<file path="src/design/reset_combiner_pkg.sv">
package reset_combiner_pkg;

  // ==========================================================
  // Cause register layout
  localparam int unsigned CAUSE_W = 16;
  localparam int unsigned POR_BIT = 0;
  localparam int unsigned BROWNOUT_BIT = 1;
  localparam int unsigned INSTR_BIT = 6;
  localparam int unsigned PIN_BIT = 7;
  localparam int unsigned WDOG_BIT = 4;
  localparam int unsigned CFG_BIT = 9;
  localparam int unsigned ILLOP_BIT = 14;
  localparam int unsigned TRAP_BIT = 15;

  // Implemented cause bits; the rest read as zero
  localparam logic [15:0] CAUSE_MASK = 16'hC2D3;
  localparam logic [15:0] CAUSE_POR_VAL = 16'h0003;

  // ==========================================================
  // Register port
  localparam int unsigned ADDR_W = 4;
  localparam logic [3:0] CAUSE_ADDR = 4'h0;
  localparam logic [3:0] ACTIVE_ADDR = 4'h1;

  // Nine reset sources
  typedef struct packed {
    logic uninit_wreg;
    logic illegal_op;
    logic trap_conflict;
    logic config_mismatch;
    logic brownout;
    logic watchdog;
    logic instruction;
    logic external_pin;
    logic power_on;
  } sources_s;

endpackage

</file>
<file path="src/design/reset_source_combiner.sv">
`timescale 1ns/10ps
`default_nettype none
module reset_source_combiner (
  input wire logic clk,
  input wire logic rst_n,
  input wire reset_combiner_pkg::sources_s sources,
  input wire logic [reset_combiner_pkg::ADDR_W-1:0] addr,
  input wire logic [15:0] wdata,
  input wire logic wr_en,
  input wire logic rd_en,
  output logic [15:0] rdata,
  output logic master_system_reset,
  output logic master_system_reset_n
);

  // ==========================================================
  // Source synchronisation
  reset_combiner_pkg::sources_s src_sync;
  logic [8:0] src_raw;

  reset_sync #(
    .WIDTH(9)
  ) u_sync (
    .clk(clk),
    .rst_n(rst_n),
    .async_in(sources),
    .sync_out(src_raw)
  );

  assign src_sync = reset_combiner_pkg::sources_s'(src_raw);

  // ==========================================================
  // Combining
  logic any_src;
  logic sys_rst_q;

  // Pure OR; software flag writes never reach here
  assign any_src = |src_raw;

  // Registered so the reset has no glitches toward the CPU
  always_ff @(posedge clk or negedge rst_n) begin
    if (!rst_n) begin
      sys_rst_q <= 1'b1;
    end else begin
      sys_rst_q <= any_src;
    end
  end

  assign master_system_reset = sys_rst_q;
  assign master_system_reset_n = ~sys_rst_q;

  // ==========================================================
  // Cause register
  function automatic logic [15:0] cause_set(
    input reset_combiner_pkg::sources_s s
  );
    logic [15:0] v;
    v = 16'h0000;
    v[reset_combiner_pkg::PIN_BIT] = s.external_pin;
    v[reset_combiner_pkg::INSTR_BIT] = s.instruction;
    v[reset_combiner_pkg::WDOG_BIT] = s.watchdog;
    v[reset_combiner_pkg::BROWNOUT_BIT] = s.brownout;
    v[reset_combiner_pkg::CFG_BIT] = s.config_mismatch;
    v[reset_combiner_pkg::TRAP_BIT] = s.trap_conflict;
    v[reset_combiner_pkg::ILLOP_BIT] = s.illegal_op | s.uninit_wreg;
    return v;
  endfunction

  logic [15:0] reset_cause_register_q;
  logic [15:0] cause_d;
  logic cause_wr;

  assign cause_wr = wr_en && (addr == reset_combiner_pkg::CAUSE_ADDR);

  always_comb begin
    cause_d = reset_cause_register_q;
    if (cause_wr) begin
      cause_d = wdata & reset_combiner_pkg::CAUSE_MASK;
    end
    // Hardware set wins over a simultaneous software clear
    cause_d = cause_d | cause_set(src_sync);
    if (src_sync.power_on) begin
      cause_d = reset_combiner_pkg::CAUSE_POR_VAL;
    end
  end

  // rst_n and power_on load CAUSE_POR_VAL, software writes can clear; other source resets merely OR in flags
  always_ff @(posedge clk or negedge rst_n) begin
    if (!rst_n) begin
      reset_cause_register_q <= reset_combiner_pkg::CAUSE_POR_VAL;
    end else begin
      reset_cause_register_q <= cause_d;
    end
  end

  // ==========================================================
  // Read port
  logic [15:0] rdata_q;

  always_ff @(posedge clk or negedge rst_n) begin
    if (!rst_n) begin
      rdata_q <= 16'h0000;
    end else if (rd_en) begin
      unique case (addr)
        reset_combiner_pkg::CAUSE_ADDR: rdata_q <= reset_cause_register_q;
        reset_combiner_pkg::ACTIVE_ADDR: rdata_q <= {7'h00, src_raw};
        default: rdata_q <= 16'h0000;
      endcase
    end else begin
      rdata_q <= 16'h0000;
    end
  end

  assign rdata = rdata_q;

  // Downstream logic uses master_system_reset for its defined values
  // software is expected to clear flags after reading

  // ==========================================================
  // Checks
  chk_or_combine: assert property (@(posedge clk) disable iff (!rst_n)
    (|src_raw) |=> master_system_reset)
    else $error("reset not asserted for active source");
  chk_no_spurious: assert property (@(posedge clk) disable iff (!rst_n)
    !(|src_raw) |=> !master_system_reset)
    else $error("reset without active source");
  chk_por_value: assert property (@(posedge clk) disable iff (!rst_n)
    src_sync.power_on
      |=> reset_cause_register_q == reset_combiner_pkg::CAUSE_POR_VAL)
    else $error("power-on cause value wrong");
  chk_cfg_flag: assert property (@(posedge clk) disable iff (!rst_n)
    (src_sync.config_mismatch && !src_sync.power_on)
      |=> reset_cause_register_q[9])
    else $error("config mismatch flag not set");
  chk_trap_flag: assert property (@(posedge clk) disable iff (!rst_n)
    (src_sync.trap_conflict && !src_sync.power_on)
      |=> reset_cause_register_q[15])
    else $error("trap flag not set");
  chk_illop_flag: assert property (@(posedge clk) disable iff (!rst_n)
    ((src_sync.illegal_op || src_sync.uninit_wreg) && !src_sync.power_on)
      |=> reset_cause_register_q[14])
    else $error("illegal op flag not set");
  chk_pin_flag: assert property (@(posedge clk) disable iff (!rst_n)
    (src_sync.external_pin && !src_sync.power_on)
      |=> reset_cause_register_q[7])
    else $error("pin flag not set");
  chk_flag_hold: assert property (@(posedge clk) disable iff (!rst_n)
    (!cause_wr && !src_sync.power_on)
      |=> (reset_cause_register_q & $past(reset_cause_register_q))
          == $past(reset_cause_register_q))
    else $error("cause flag lost");
  chk_sw_write: assert property (@(posedge clk) disable iff (!rst_n)
    (cause_wr && !(|src_raw))
      |=> reset_cause_register_q
          == ($past(wdata) & reset_combiner_pkg::CAUSE_MASK))
    else $error("software write not stored");

  cov_por: cover property (@(posedge clk) disable iff (!rst_n)
    src_sync.power_on);
  cov_wdog: cover property (@(posedge clk) disable iff (!rst_n)
    src_sync.watchdog && !src_sync.power_on);
  cov_sw_clear: cover property (@(posedge clk) disable iff (!rst_n)
    cause_wr && wdata == 16'h0000);
  cov_set_vs_clear: cover property (@(posedge clk) disable iff (!rst_n)
    cause_wr && (|src_raw));

endmodule
`default_nettype wire

</file>
<file path="src/design/reset_sync.sv">
`timescale 1ns/10ps
`default_nettype none
module reset_sync #(
  parameter int unsigned WIDTH = 9
) (
  input wire logic clk,
  input wire logic rst_n,
  input wire logic [WIDTH-1:0] async_in,
  output logic [WIDTH-1:0] sync_out
);

  // ==========================================================
  // Two-stage synchroniser; stage one is read only by stage two
  logic [WIDTH-1:0] meta_q;
  logic [WIDTH-1:0] sync_q;

  always_ff @(posedge clk or negedge rst_n) begin
    if (!rst_n) begin
      meta_q <= '0;
      sync_q <= '0;
    end else begin
      meta_q <= async_in;
      sync_q <= meta_q;
    end
  end

  assign sync_out = sync_q;

endmodule
`default_nettype wire

</file>
<file path="config.mk">
export PLATFORM = sky130hd
export DESIGN_NAME = reset_source_combiner
export DESIGN_NICKNAME = d
export VERILOG_FILES = /design/src/design/reset_combiner_pkg.sv /design/src/design/reset_source_combiner.sv /design/src/design/reset_sync.sv
export SDC_FILE = /design/constraint.sdc
export NUM_CORES = 1
export LEC_CHECK = 0
export BUFFER_PORTS_ARGS = -buffer_cell sky130_fd_sc_hd__buf_4
export CAP_MARGIN = 5
export CORE_MARGIN = 4
export CORE_UTILIZATION = 42
export CTS_CLUSTER_SIZE = 16
export DETAILED_ROUTE_END_ITERATION = 6
export HOLD_SLACK_MARGIN = 0.08
export PLACE_DENSITY = 0.71
export SYNTH_ARGS = -nofsm -noshare
export SYNTH_HDL_FRONTEND = slang
export SYNTH_SLANG_ARGS = --single-unit
</file>
<file path="constraint.sdc">
create_clock -name clk -period 0.8 [get_ports clk]
set_input_delay 0 -clock clk [delete_from_list [all_inputs] [get_ports clk]]
set_output_delay 0 -clock clk [all_outputs]
set_load 0.05 [all_outputs]
</file>
==> results of run 1 <==
==> layer usage <==
layer	wire, microns	track usage	share of wire	up-vias
li1	-	-	-	472
met1	1092	0.1676	0.37	495
met2	1625	0.2745	0.54	47
met3	173	0.04679	0.058	13
met4	100	0.1135	0.033	0
met5	0	0	0	-
==> final cells by class <==
cell class              count  area (sq um)  area share
clock buffers               8         58.81     0.02781
flip-flops and latches     40          1007      0.4763
repair buffers             70         653.1      0.3089
multi-input cells          47         332.8      0.1574
inverters                   2         7.507    0.003550
well taps                  44         55.05     0.02604
==> logic make-up (layout without fill, tap and decap cells) <==
| group | after synthesis | count (layout) |
|---|---|---|
| other | 1 | 1 |
| AOI/OAI and AO/OA | 25 | 25 |
| DFF | 40 | 40 |
| buffers and inverters | 10 | 80 |
| and+or+nand+nor | 21 | 21 |
==> layout by cell type, fill, tap and decap left out, drive strengths merged <==
| cell type | count |
|---|---|
| inv | 2 |
| nand3b | 1 |
| dlygate4sd3 | 21 |
| nor2 | 3 |
| o21ai | 8 |
| dfrtp | 37 |
| dfstp | 3 |
| and3 | 1 |
| or4 | 1 |
| a21oi | 6 |
| nor3 | 1 |
| nor4 | 2 |
| clkbuf | 8 |
| and2 | 7 |
| a31oi | 5 |
| and4b | 1 |
| a22o | 5 |
| buf | 49 |
| a311oi | 1 |
| conb | 1 |
| nand3 | 4 |
==> worst paths after layout <==
check	startpoint	end	slack, ns
min in group asynchronous	rst_n	reset_cause_register_q[6]	0.15
hold / removal	wr_en	reset_cause_register_q[14]	0.07
setup / recovery	master_system_reset	master_system_reset_n	-0.28
max in group asynchronous	rst_n	u_sync.sync_out[0]	0.29
setup reg to reg	u_sync.sync_out[8]	master_system_reset	-0.11
hold reg to reg	u_sync.meta_q[0]	u_sync.sync_out[0]	0.36
==> stage by stage <==
step / std cells / setup slack [ns] / TNS, ns / utilization / cell area (sq um)
finish: 211 / -0.2787 / -2.462 / 0.6926 / 2115
global route: 211 / -0.3384 / -3.621 / 0.6926 / 2115
CTS: 209 / -0.2890 / -2.964 / 0.6742 / 2058
detailed placement: 181 / -0.2659 / -3.303 / 0.5639 / 1722
global placement: 181 / -0.2288 / -2.780 / 0.5639 / 1722
floorplan: 97 / -0.1443 / -1.238 / - / 1356
==> report_power, final <==
group	internal (mW)	switching, mW
sequential	2.10	0.0526
combinational	0.242	0.219
clock	0.434	0.586
total	2.78	0.858
==> sequential cells by signal, indices dropped and copies added (netlist names) <==
| name | flops |
|---|---|
| u_sync.meta_q | 9 |
| master_system_reset | 1 |
| u_sync.sync_out | 9 |
| rdata | 13 |
| reset_cause_register_q | 8 |
==> what timing repair did <==
item                                    in CTS  in global routing
hold endpoints to repair                    57                  3
endpoints found under the setup margin      21                 29
setup buffers                                1                  0
resized for setup                           20                  7
pin swaps                                    5                  3
hold buffers                                19                  3
==> worst reg2reg max path, delay by kind of cell (launching register included) <==
family	cells	cell delay, ns
DFF	1	0.42
and+or+nand+nor	2	0.42
==> reports/qor.yml, run 1 <==
clockBufferDepth: 2
start_util: 0.4402
maxCapViolCount: 0
path_delay_family: "flip-flops"
synth_top_family_by_area: "compound AO/OA/AOI/OAI gates"
cts_buffers: 5
core_sq_um: 3053
cp.required_ns: 0.80
yosysWarnings: 0
path_cells: "inv_1 > buf_6"
hold_depth: 3
placement_rows: 20
end_kind: "output pin"
synthCells: 97
vdd_drop_max_v: 0.001135
reg2reg_depth: 2
synthMuxAreaShare: 0
max_freq_mhz: 927.0
syn_area_per_cell_sq_um: 13.85
cts_tree: "yes"
synth_seq_cells: 40
finalCriticalPeriod_ns: 1.079
grt_pass1_vias: 1165
vias: 1027
die_area_sq_um: 4169
antenna_cells: 0
io_buffers: 42
synth-simple-area-share: 0.09777
drive_above_1_share: 0.4132
ios: 51
whs_ns: 0.07095
status: "finished with violations"
die_height_microns: 64.57
worstPathArrival_ns: 1.08
cts.clk_slew.worst_paths_ns: 0.11
synth_xor_area_frac: 0
ant_nets: 0
report.final.slew_viol_count: 0
ctsHtreeMaxLevel: 2
clockRootBuffer: "clkbuf_4"
setup_viol: 26
clock-sinks: 40
clk_latency_ns: 0.34
synth_largest_area_cell: "dfrtp_1"
seq_area_frac_synth: 0.7477
hold_viol_final: 0
timing.critical_path.buf_inv: 2
synth_area_leaders: "dfrtp_1 69%, dfstp_2 5.9%, a22o_1 3.3%"
ys_top_cells_by_count: "37 x dfrtp_1, 8 x o21ai_1, 7 x and2_1, 6 x a21oi_1"
ys_types: 22
power_mw: 3.637
max_stage_delay_ns: 0.55
rsz0062_at_grt: "true"
drt_first_pass_iters: 4
grt_pass1_wl_microns: 5037
failed_checks: "negative setup slack"
syn2layout_area_growth_pct: 57.36
hold_class: "input port to flip-flop"
drc: 0
synth_compound_area_frac: 0.1145
p_leak_nw: 0.9847
grt_overflow: 0
wl_per_cell_microns: 14.18
vias_per_cell: 4.867
syn-num-nets: 130
setup_slack_ns: -0.2787
powerDensity_nw_per_um2: 1720
nNetsFinal: 199
skew_ns: 0.008330
synth_fa_ha_area_frac: 0
yosysTopAreaCellShare: 0.6890
place.gp.congestion: 0.8406
antenna_found_initial: 0
synth-edff-count: 0
fillers: 208
cp.depth: 2
hpwl_microns: 1938
synth_ff_type: "dfrtp_1"
drt_wl_total_microns: 2991
ys_async_sr_fraction: 1.000
synth_most_common_cell: "dfrtp_1"
drt_iter0_drc: 14
cp_max_fo: 2
grt_usage: 0.1604
grt_max_degree: 41
die_w_microns: 64.57
fin_crit_sh: 1.348
syn_area_sq_um: 1344
worstSetupPathType: "flip-flop to output pin"
crit_slowest_cell: "dfstp_2"
critPathLaunchType: "flip-flop"
(Power assumes the default switching activity.)
==> run 2: changes to the inputs <==
--- a/config.mk
+++ b/config.mk
@@ -7,8 +7,11 @@
 export LEC_CHECK = 0
 export BUFFER_PORTS_ARGS = -buffer_cell sky130_fd_sc_hd__buf_4
 export CAP_MARGIN = 5
+export CELL_PAD_IN_SITES_DETAIL_PLACEMENT = 1
+export CELL_PAD_IN_SITES_GLOBAL_PLACEMENT = 2
 export CORE_MARGIN = 4
-export CORE_UTILIZATION = 42
+export CORE_UTILIZATION = 27
+export CTS_CLUSTER_DIAMETER = 80
 export CTS_CLUSTER_SIZE = 16
 export DETAILED_ROUTE_END_ITERATION = 6
 export HOLD_SLACK_MARGIN = 0.08
==> constraint.sdc (replaced) <==
create_clock -name clk -period 0.9 [get_ports clk]
set_input_delay 0 -clock clk [delete_from_list [all_inputs] [get_ports clk]]
set_output_delay 0 -clock clk [all_outputs]
set_load 0.05 [all_outputs]
==> run 2 against run 1 <==
Against the previous run:
- the flow still finishes with violations (negative setup slack)
- flip-flop and latch count is the same
- worst setup slack gained 0.15 ns
- clock-buffer cell count shrank 2
- sequential power shrank 12%
- critical endpoint unchanged
- highest routed layer unchanged
- first-iteration DRC count grew 71%
- non-clock buffer count shrank 4
- critical path type unchanged
==> reports/qor.yml, run 2 (synthesis gave the netlist of run 1 again) <==
clock-sinks: 40  # unchanged
cp_max_fo: 2  # unchanged
clockRootBuffer: "clkbuf_8"
grt_usage: 0.1191  # -0.04132
largest_reg_flops: 13  # unchanged
path_cells: "inv_2 > buf_6"
rrSetupSlack_ns: 0  # +0.11 ns
drt_first_pass_iters: 3  # -1
status: "finished with violations"
grt_overflow: 0  # unchanged
placement_rows: 25  # +25%
syn2layout_area_growth_pct: 55.59
path_delay_family: "flip-flops"
die_height_microns: 78.55  # +22%
drc: 0  # unchanged
hold_depth: 3  # unchanged
timing.critical_path.buf_inv: 2  # unchanged
vias_per_cell: 4.226  # -13%
setup_viol: 2  # -92%
rsz0062_at_grt: "true"
place.gp.congestion: 0.7137  # -15%
drive_above_1_share: 0.3988  # -0.01440
crit_slowest_cell: "dfstp_2"
setup_slack_ns: -0.1255  # +0.1532 ns
core_sq_um: 4786  # +57%
cp.depth: 2  # unchanged
cts_tree: "yes"
ios: 51  # unchanged
ant_nets: 0  # unchanged
critPathLaunchType: "flip-flop"
clock_power_share: 0.384  # +0.104
failed_checks: "negative setup slack"
holdPathEnd: "reset_cause_register_q[7]"
powerDensity_nw_per_um2: 1786  # +3.8%
hpwl_microns: 2269  # +17%
power_mw: 3.733  # +2.6%
fillers: 496  # +140%
nNetsFinal: 195  # -2.0%
p_seq_frac: 0.512  # -0.081
clk_latency_ns: 0.29  # -0.05 ns
start_util: 0.2808  # -0.1594
reg2reg_depth: 2  # unchanged
cts_buffers: 5  # unchanged
hold_viol_final: 0  # unchanged
fin_crit_sh: 1.139
grt_pass1_vias: 1131  # -2.9%
antenna_found_initial: 0  # unchanged
ctsHtreeMaxLevel: 2  # unchanged
vdd_drop_max_v: 0.001044  # -8.0%
max_stage_delay_ns: 0.56  # about the same
p_leak_nw: 0.9767  # -0.81%
skew_ns: 0.006183  # -0.002147 ns
tns_ns: -0.2302  # +2.232 ns
io_buffers: 42  # unchanged
max_freq_mhz: 975.1
clockBufferDepth: 2  # unchanged
mostFrequentLayoutCells: "41 x buf_4, 36 x dfrtp_1, 19 x dlygate4sd3_1"
dp_slack_ns: -0.1843  # +0.08161 ns
finalCriticalPeriod_ns: 1.026
p_sw_mw: 0.8482  # -1.1%
end_kind: "output pin"
grt_max_degree: 41  # unchanged
worstSetupPathType: "flip-flop to output pin"
die_w_microns: 78.55  # +22%
cp.required_ns: 0.90  # +0.10 ns
drt_wl_total_microns: 3318  # +11%
layout_commonest_cell: "buf_4"
die_area_sq_um: 6169  # +48%
worstPathArrival_ns: 1.03  # -0.05 ns
r2r_start: "u_sync.sync_out[8]"
p_int_mw: 2.885  # +3.8%
drt_iter0_drc: 24  # +10
hold_class: "input port to flip-flop"
combPwrFrac: 0.104  # -0.023
maxCapViolCount: 0  # unchanged
wl_per_cell_microns: 14.43  # +1.8%
cts.clk_slew.worst_paths_ns: 0.08  # -0.03 ns
r2r_end: "reset_cause_register_q[14]"
antenna_cells: 0  # unchanged
hp-start: "wr_en"
switching_share: 0.2272  # -0.008697
vias: 972  # -5.4%
report.final.slew_viol_count: 0  # unchanged
grt_pass1_wl_microns: 5561  # +10%
-- run 2: cell type report --
class                   instances  area [sq um]  area share
clock inverters                 2         35.03     0.01676
well taps                      67         83.83     0.04010
repair buffers                 66         565.5      0.2705
multi-input cells              47         320.3      0.1532
clock buffers                   6         72.57     0.03471
flip-flops and latches         40          1006      0.4811
inverters                       2         7.507    0.003591
-- run 2: metrics by stage --
step                cell area (sq um)  cells  hold WS (ns)    util
finish                           2091    230        0.1082  0.4369
detailed placement               1735    202      0.002355  0.3626
global route                     2091    230        0.1337  0.4369
CTS                              2066    230        0.1094  0.4316
global placement                 1735    202     -0.007648  0.3626
floorplan                        1355     97       -0.2956       -
-- run 2: power groups by stage --
stage	combinational (mW)	clock (mW)	sequential, mW
after detailed placement	0.304	0	1.94
after global routing	0.422	1.54	1.92
after global placement	0.294	0	1.94
after CTS	0.381	1.45	1.91
final	0.386	1.43	1.91
after floorplan	0.103	0	1.96
-- run 2: how the worst max path moves through the flow --
stage,start,endpoint,slack (ns)
2_1_floorplan,addr[1],reset_cause_register_q[14],-0.05
3_3_place_gp,addr[1],reset_cause_register_q[4],-0.14
3_5_place_dp,addr[1],reset_cause_register_q[4],-0.18
4_1_cts,master_system_reset,master_system_reset,-0.14
5_1_grt,master_system_reset,master_system_reset_n,-0.17
6_report,master_system_reset,master_system_reset_n,-0.13
-- run 2: repair_timing --
item / in CTS / in global routing
pin swaps: 2 / 4
hold buffers: 19 / 0
endpoints found under the hold margin: 57 / 0
setup buffers: 1 / 0
setup endpoints to repair: 7 / 9
resized for setup: 6 / 5
-- run 2: worst register-to-register path: cells and delay by family (launching register included) --
kind | cells | cell delay [ns]
compound gates | 2 | 0.38
flops | 1 | 0.41
-- run 2: metal layers --
metal | wire length [microns] | part of all wire | vias to the layer above | global-route usage
li1 | - | - | 460 | -
met1 | 1329 | 0.40 | 475 | 0.1339
met2 | 1750 | 0.53 | 30 | 0.2020
met3 | 181 | 0.055 | 7 | 0.04243
met4 | 57 | 0.017 | 0 | 0.05245
met5 | 0 | 0 | - | 0
==> run 3: changes to the inputs <==
--- a/config.mk
+++ b/config.mk
@@ -19,3 +19,4 @@
 export SYNTH_ARGS = -nofsm -noshare
 export SYNTH_HDL_FRONTEND = slang
 export SYNTH_SLANG_ARGS = --single-unit
+export TNS_END_PERCENT = 1
==> run 3 against run 2 <==
Against the previous run:
- clock power down 22%
- final cell count down 0.43%
- combinational power down 4%
- the flow still finishes with violations (negative setup slack)
- fmax up 0.81%
- die area unchanged
- clock-buffer cell count unchanged
- global-route usage down 0.29 points
- utilization down 1.2 points
==> reports/qor.yml, run 3 (synthesis gave the netlist of run 1 again) <==
hold_class: "input port to flip-flop"
rrSetupSlack_ns: 0.01  # about the same
die_w_microns: 78.55  # unchanged
drt_wl_total_microns: 3182  # -4.1%
p_leak_nw: 0.9583  # -1.9%
status: "finished with violations"
start_util: 0.2808  # unchanged
maxCapViolCount: 0  # unchanged
hold_depth: 3  # unchanged
largest_reg_flops: 13  # unchanged
failed_checks: "negative setup slack"
critPathLaunchType: "flip-flop"
cts_tree: "yes"
drive_above_1_share: 0.3827  # -0.01606
ios: 51  # unchanged
nNetsFinal: 195  # unchanged
cp_max_fo: 2  # unchanged
die_height_microns: 78.55  # unchanged
fin_area_sq_um: 2033  # -2.8%
placement_rows: 25  # unchanged
io_buffers: 42  # unchanged
hpwl_microns: 2151  # -5.2%
syn2layout_area_growth_pct: 51.30
report.final.slew_viol_count: 0  # unchanged
grt_overflow: 0  # unchanged
dp_slack_ns: -0.1747  # +0.009608 ns
max_freq_mhz: 983.0  # +0.81%
core_sq_um: 4786  # unchanged
drt_first_pass_iters: 4  # +1
fin_crit_sh: 1.130  # -0.009127
end_kind: "output pin"
clockRootBuffer: "clkbuf_8"
worstPathArrival_ns: 1.02  # about the same
tns_ns: -0.2639  # -0.03375 ns
cp.required_ns: 0.90  # about the same
antenna_found_initial: 0  # unchanged
powerDensity_nw_per_um2: 1668  # -6.6%
vias: 976  # +0.41%
die_area_sq_um: 6169  # unchanged
layout_commonest_cell: "buf_4"
power_mw: 3.392  # -9.1%
whs_ns: 0.1030  # -0.005220 ns
reg2reg_depth: 2  # unchanged
wl_per_cell_microns: 13.90  # -3.7%
rsz0062_at_grt: "true"
vdd_drop_max_v: 0.001148  # +9.9%
drt_iter0_drc: 31  # +29%
skew_ns: 0.004519  # -0.001664 ns
finalCriticalPeriod_ns: 1.017  # -0.008214 ns
ctsHtreeMaxLevel: 2  # unchanged
grt_pass1_wl_microns: 5430  # -2.4%
place.gp.congestion: 0.7663  # +7.4%
setup_slack_ns: -0.1173  # +0.008214 ns
clockBufferDepth: 2  # unchanged
cts.clk_slew.worst_paths_ns: 0.07  # about the same
cts_setup_buffers: 0  # -1
grt_usage: 0.1162  # -0.002899
grt_pass1_vias: 1093  # -3.4%
clock-sinks: 40  # unchanged
ant_nets: 0  # unchanged
dpl_cell_area_sq_um: 1742  # +0.36%
clk_latency_ns: 0.29  # about the same
setup_viol: 5  # +3
vias_per_cell: 4.262  # +0.85%
grt_max_degree: 41  # unchanged
mostFrequentLayoutCells: "44 x buf_4, 37 x dfrtp_1, 19 x dlygate4sd3_1"
antenna_cells: 0  # unchanged
hold_viol_final: 0  # unchanged
cts_buffers: 5  # unchanged
drc: 0  # unchanged
worstSetupPathType: "flip-flop to output pin"
==> run 3: cell count changes in the layout (fill, tap and decap cells not counted), sizes merged <==
cell,delta
bufinv,-1
==> run 3: report_power, final <==
group	internal, mW	leakage, nW	switching, mW	total [mW]
registers	1.87	0.494	0.0402	1.91
clock network	0.527	0.0410	0.585	1.11
logic	0.186	0.423	0.185	0.371
total	2.58	0.958	0.810	3.39
==> run 3: worst paths after layout <==
kind / from / endpoint
setup / recovery: master_system_reset / master_system_reset_n
hold / removal: wr_en / reset_cause_register_q[14]
setup reg to reg: u_sync.sync_out[1] / master_system_reset
hold reg to reg: u_sync.meta_q[8] / u_sync.sync_out[8]
max in group asynchronous: rst_n / reset_cause_register_q[0]
min in group asynchronous: rst_n / u_sync.meta_q[2]
==> run 3: timing repair <==
item | 4_1_cts | 5_1_grt
pin swaps | 2 | 2
hold endpoints to repair | 57 | 0
resized for setup | 2 | 4
setup endpoints to repair | 7 | 8
gates cloned | 0 | 0
hold buffers | 19 | 0
==> run 3: final cells by class <==
cell class | instances | area [sq um]
clock buffer | 6 | 72.57
tap | 67 | 83.83
timing repair buffer | 66 | 554.3
fill | 504 | 2753
inverter | 2 | 7.507
multi-input combinational | 47 | 305.3
sequential | 40 | 1005
clock inverter | 1 | 5.005
==> run 3: stage by stage <==
| step | instances | util |
|---|---|---|
| 5_1_grt | 229 | 0.4248 |
| 3_3_place_gp | 203 | 0.3639 |
| 4_1_cts | 229 | 0.4220 |
| 6_report | 229 | 0.4248 |
| 3_5_place_dp | 203 | 0.3639 |
| 2_1_floorplan | 97 | - |
==> run 3: metal layers <==
layer | wire [microns] | GRT usage | up-vias
li1 | - | - | 463
met1 | 1353 | 0.1406 | 475
met2 | 1616 | 0.1910 | 30
met3 | 157 | 0.03670 | 8
met4 | 54 | 0.04720 | 0
met5 | 0 | 0 | -
==> run 3: critical path, cell delays in order (launching register included) <==
cell and delay [ns]:
dfstp_2 0.55, inv_2 0.04, buf_6 0.14
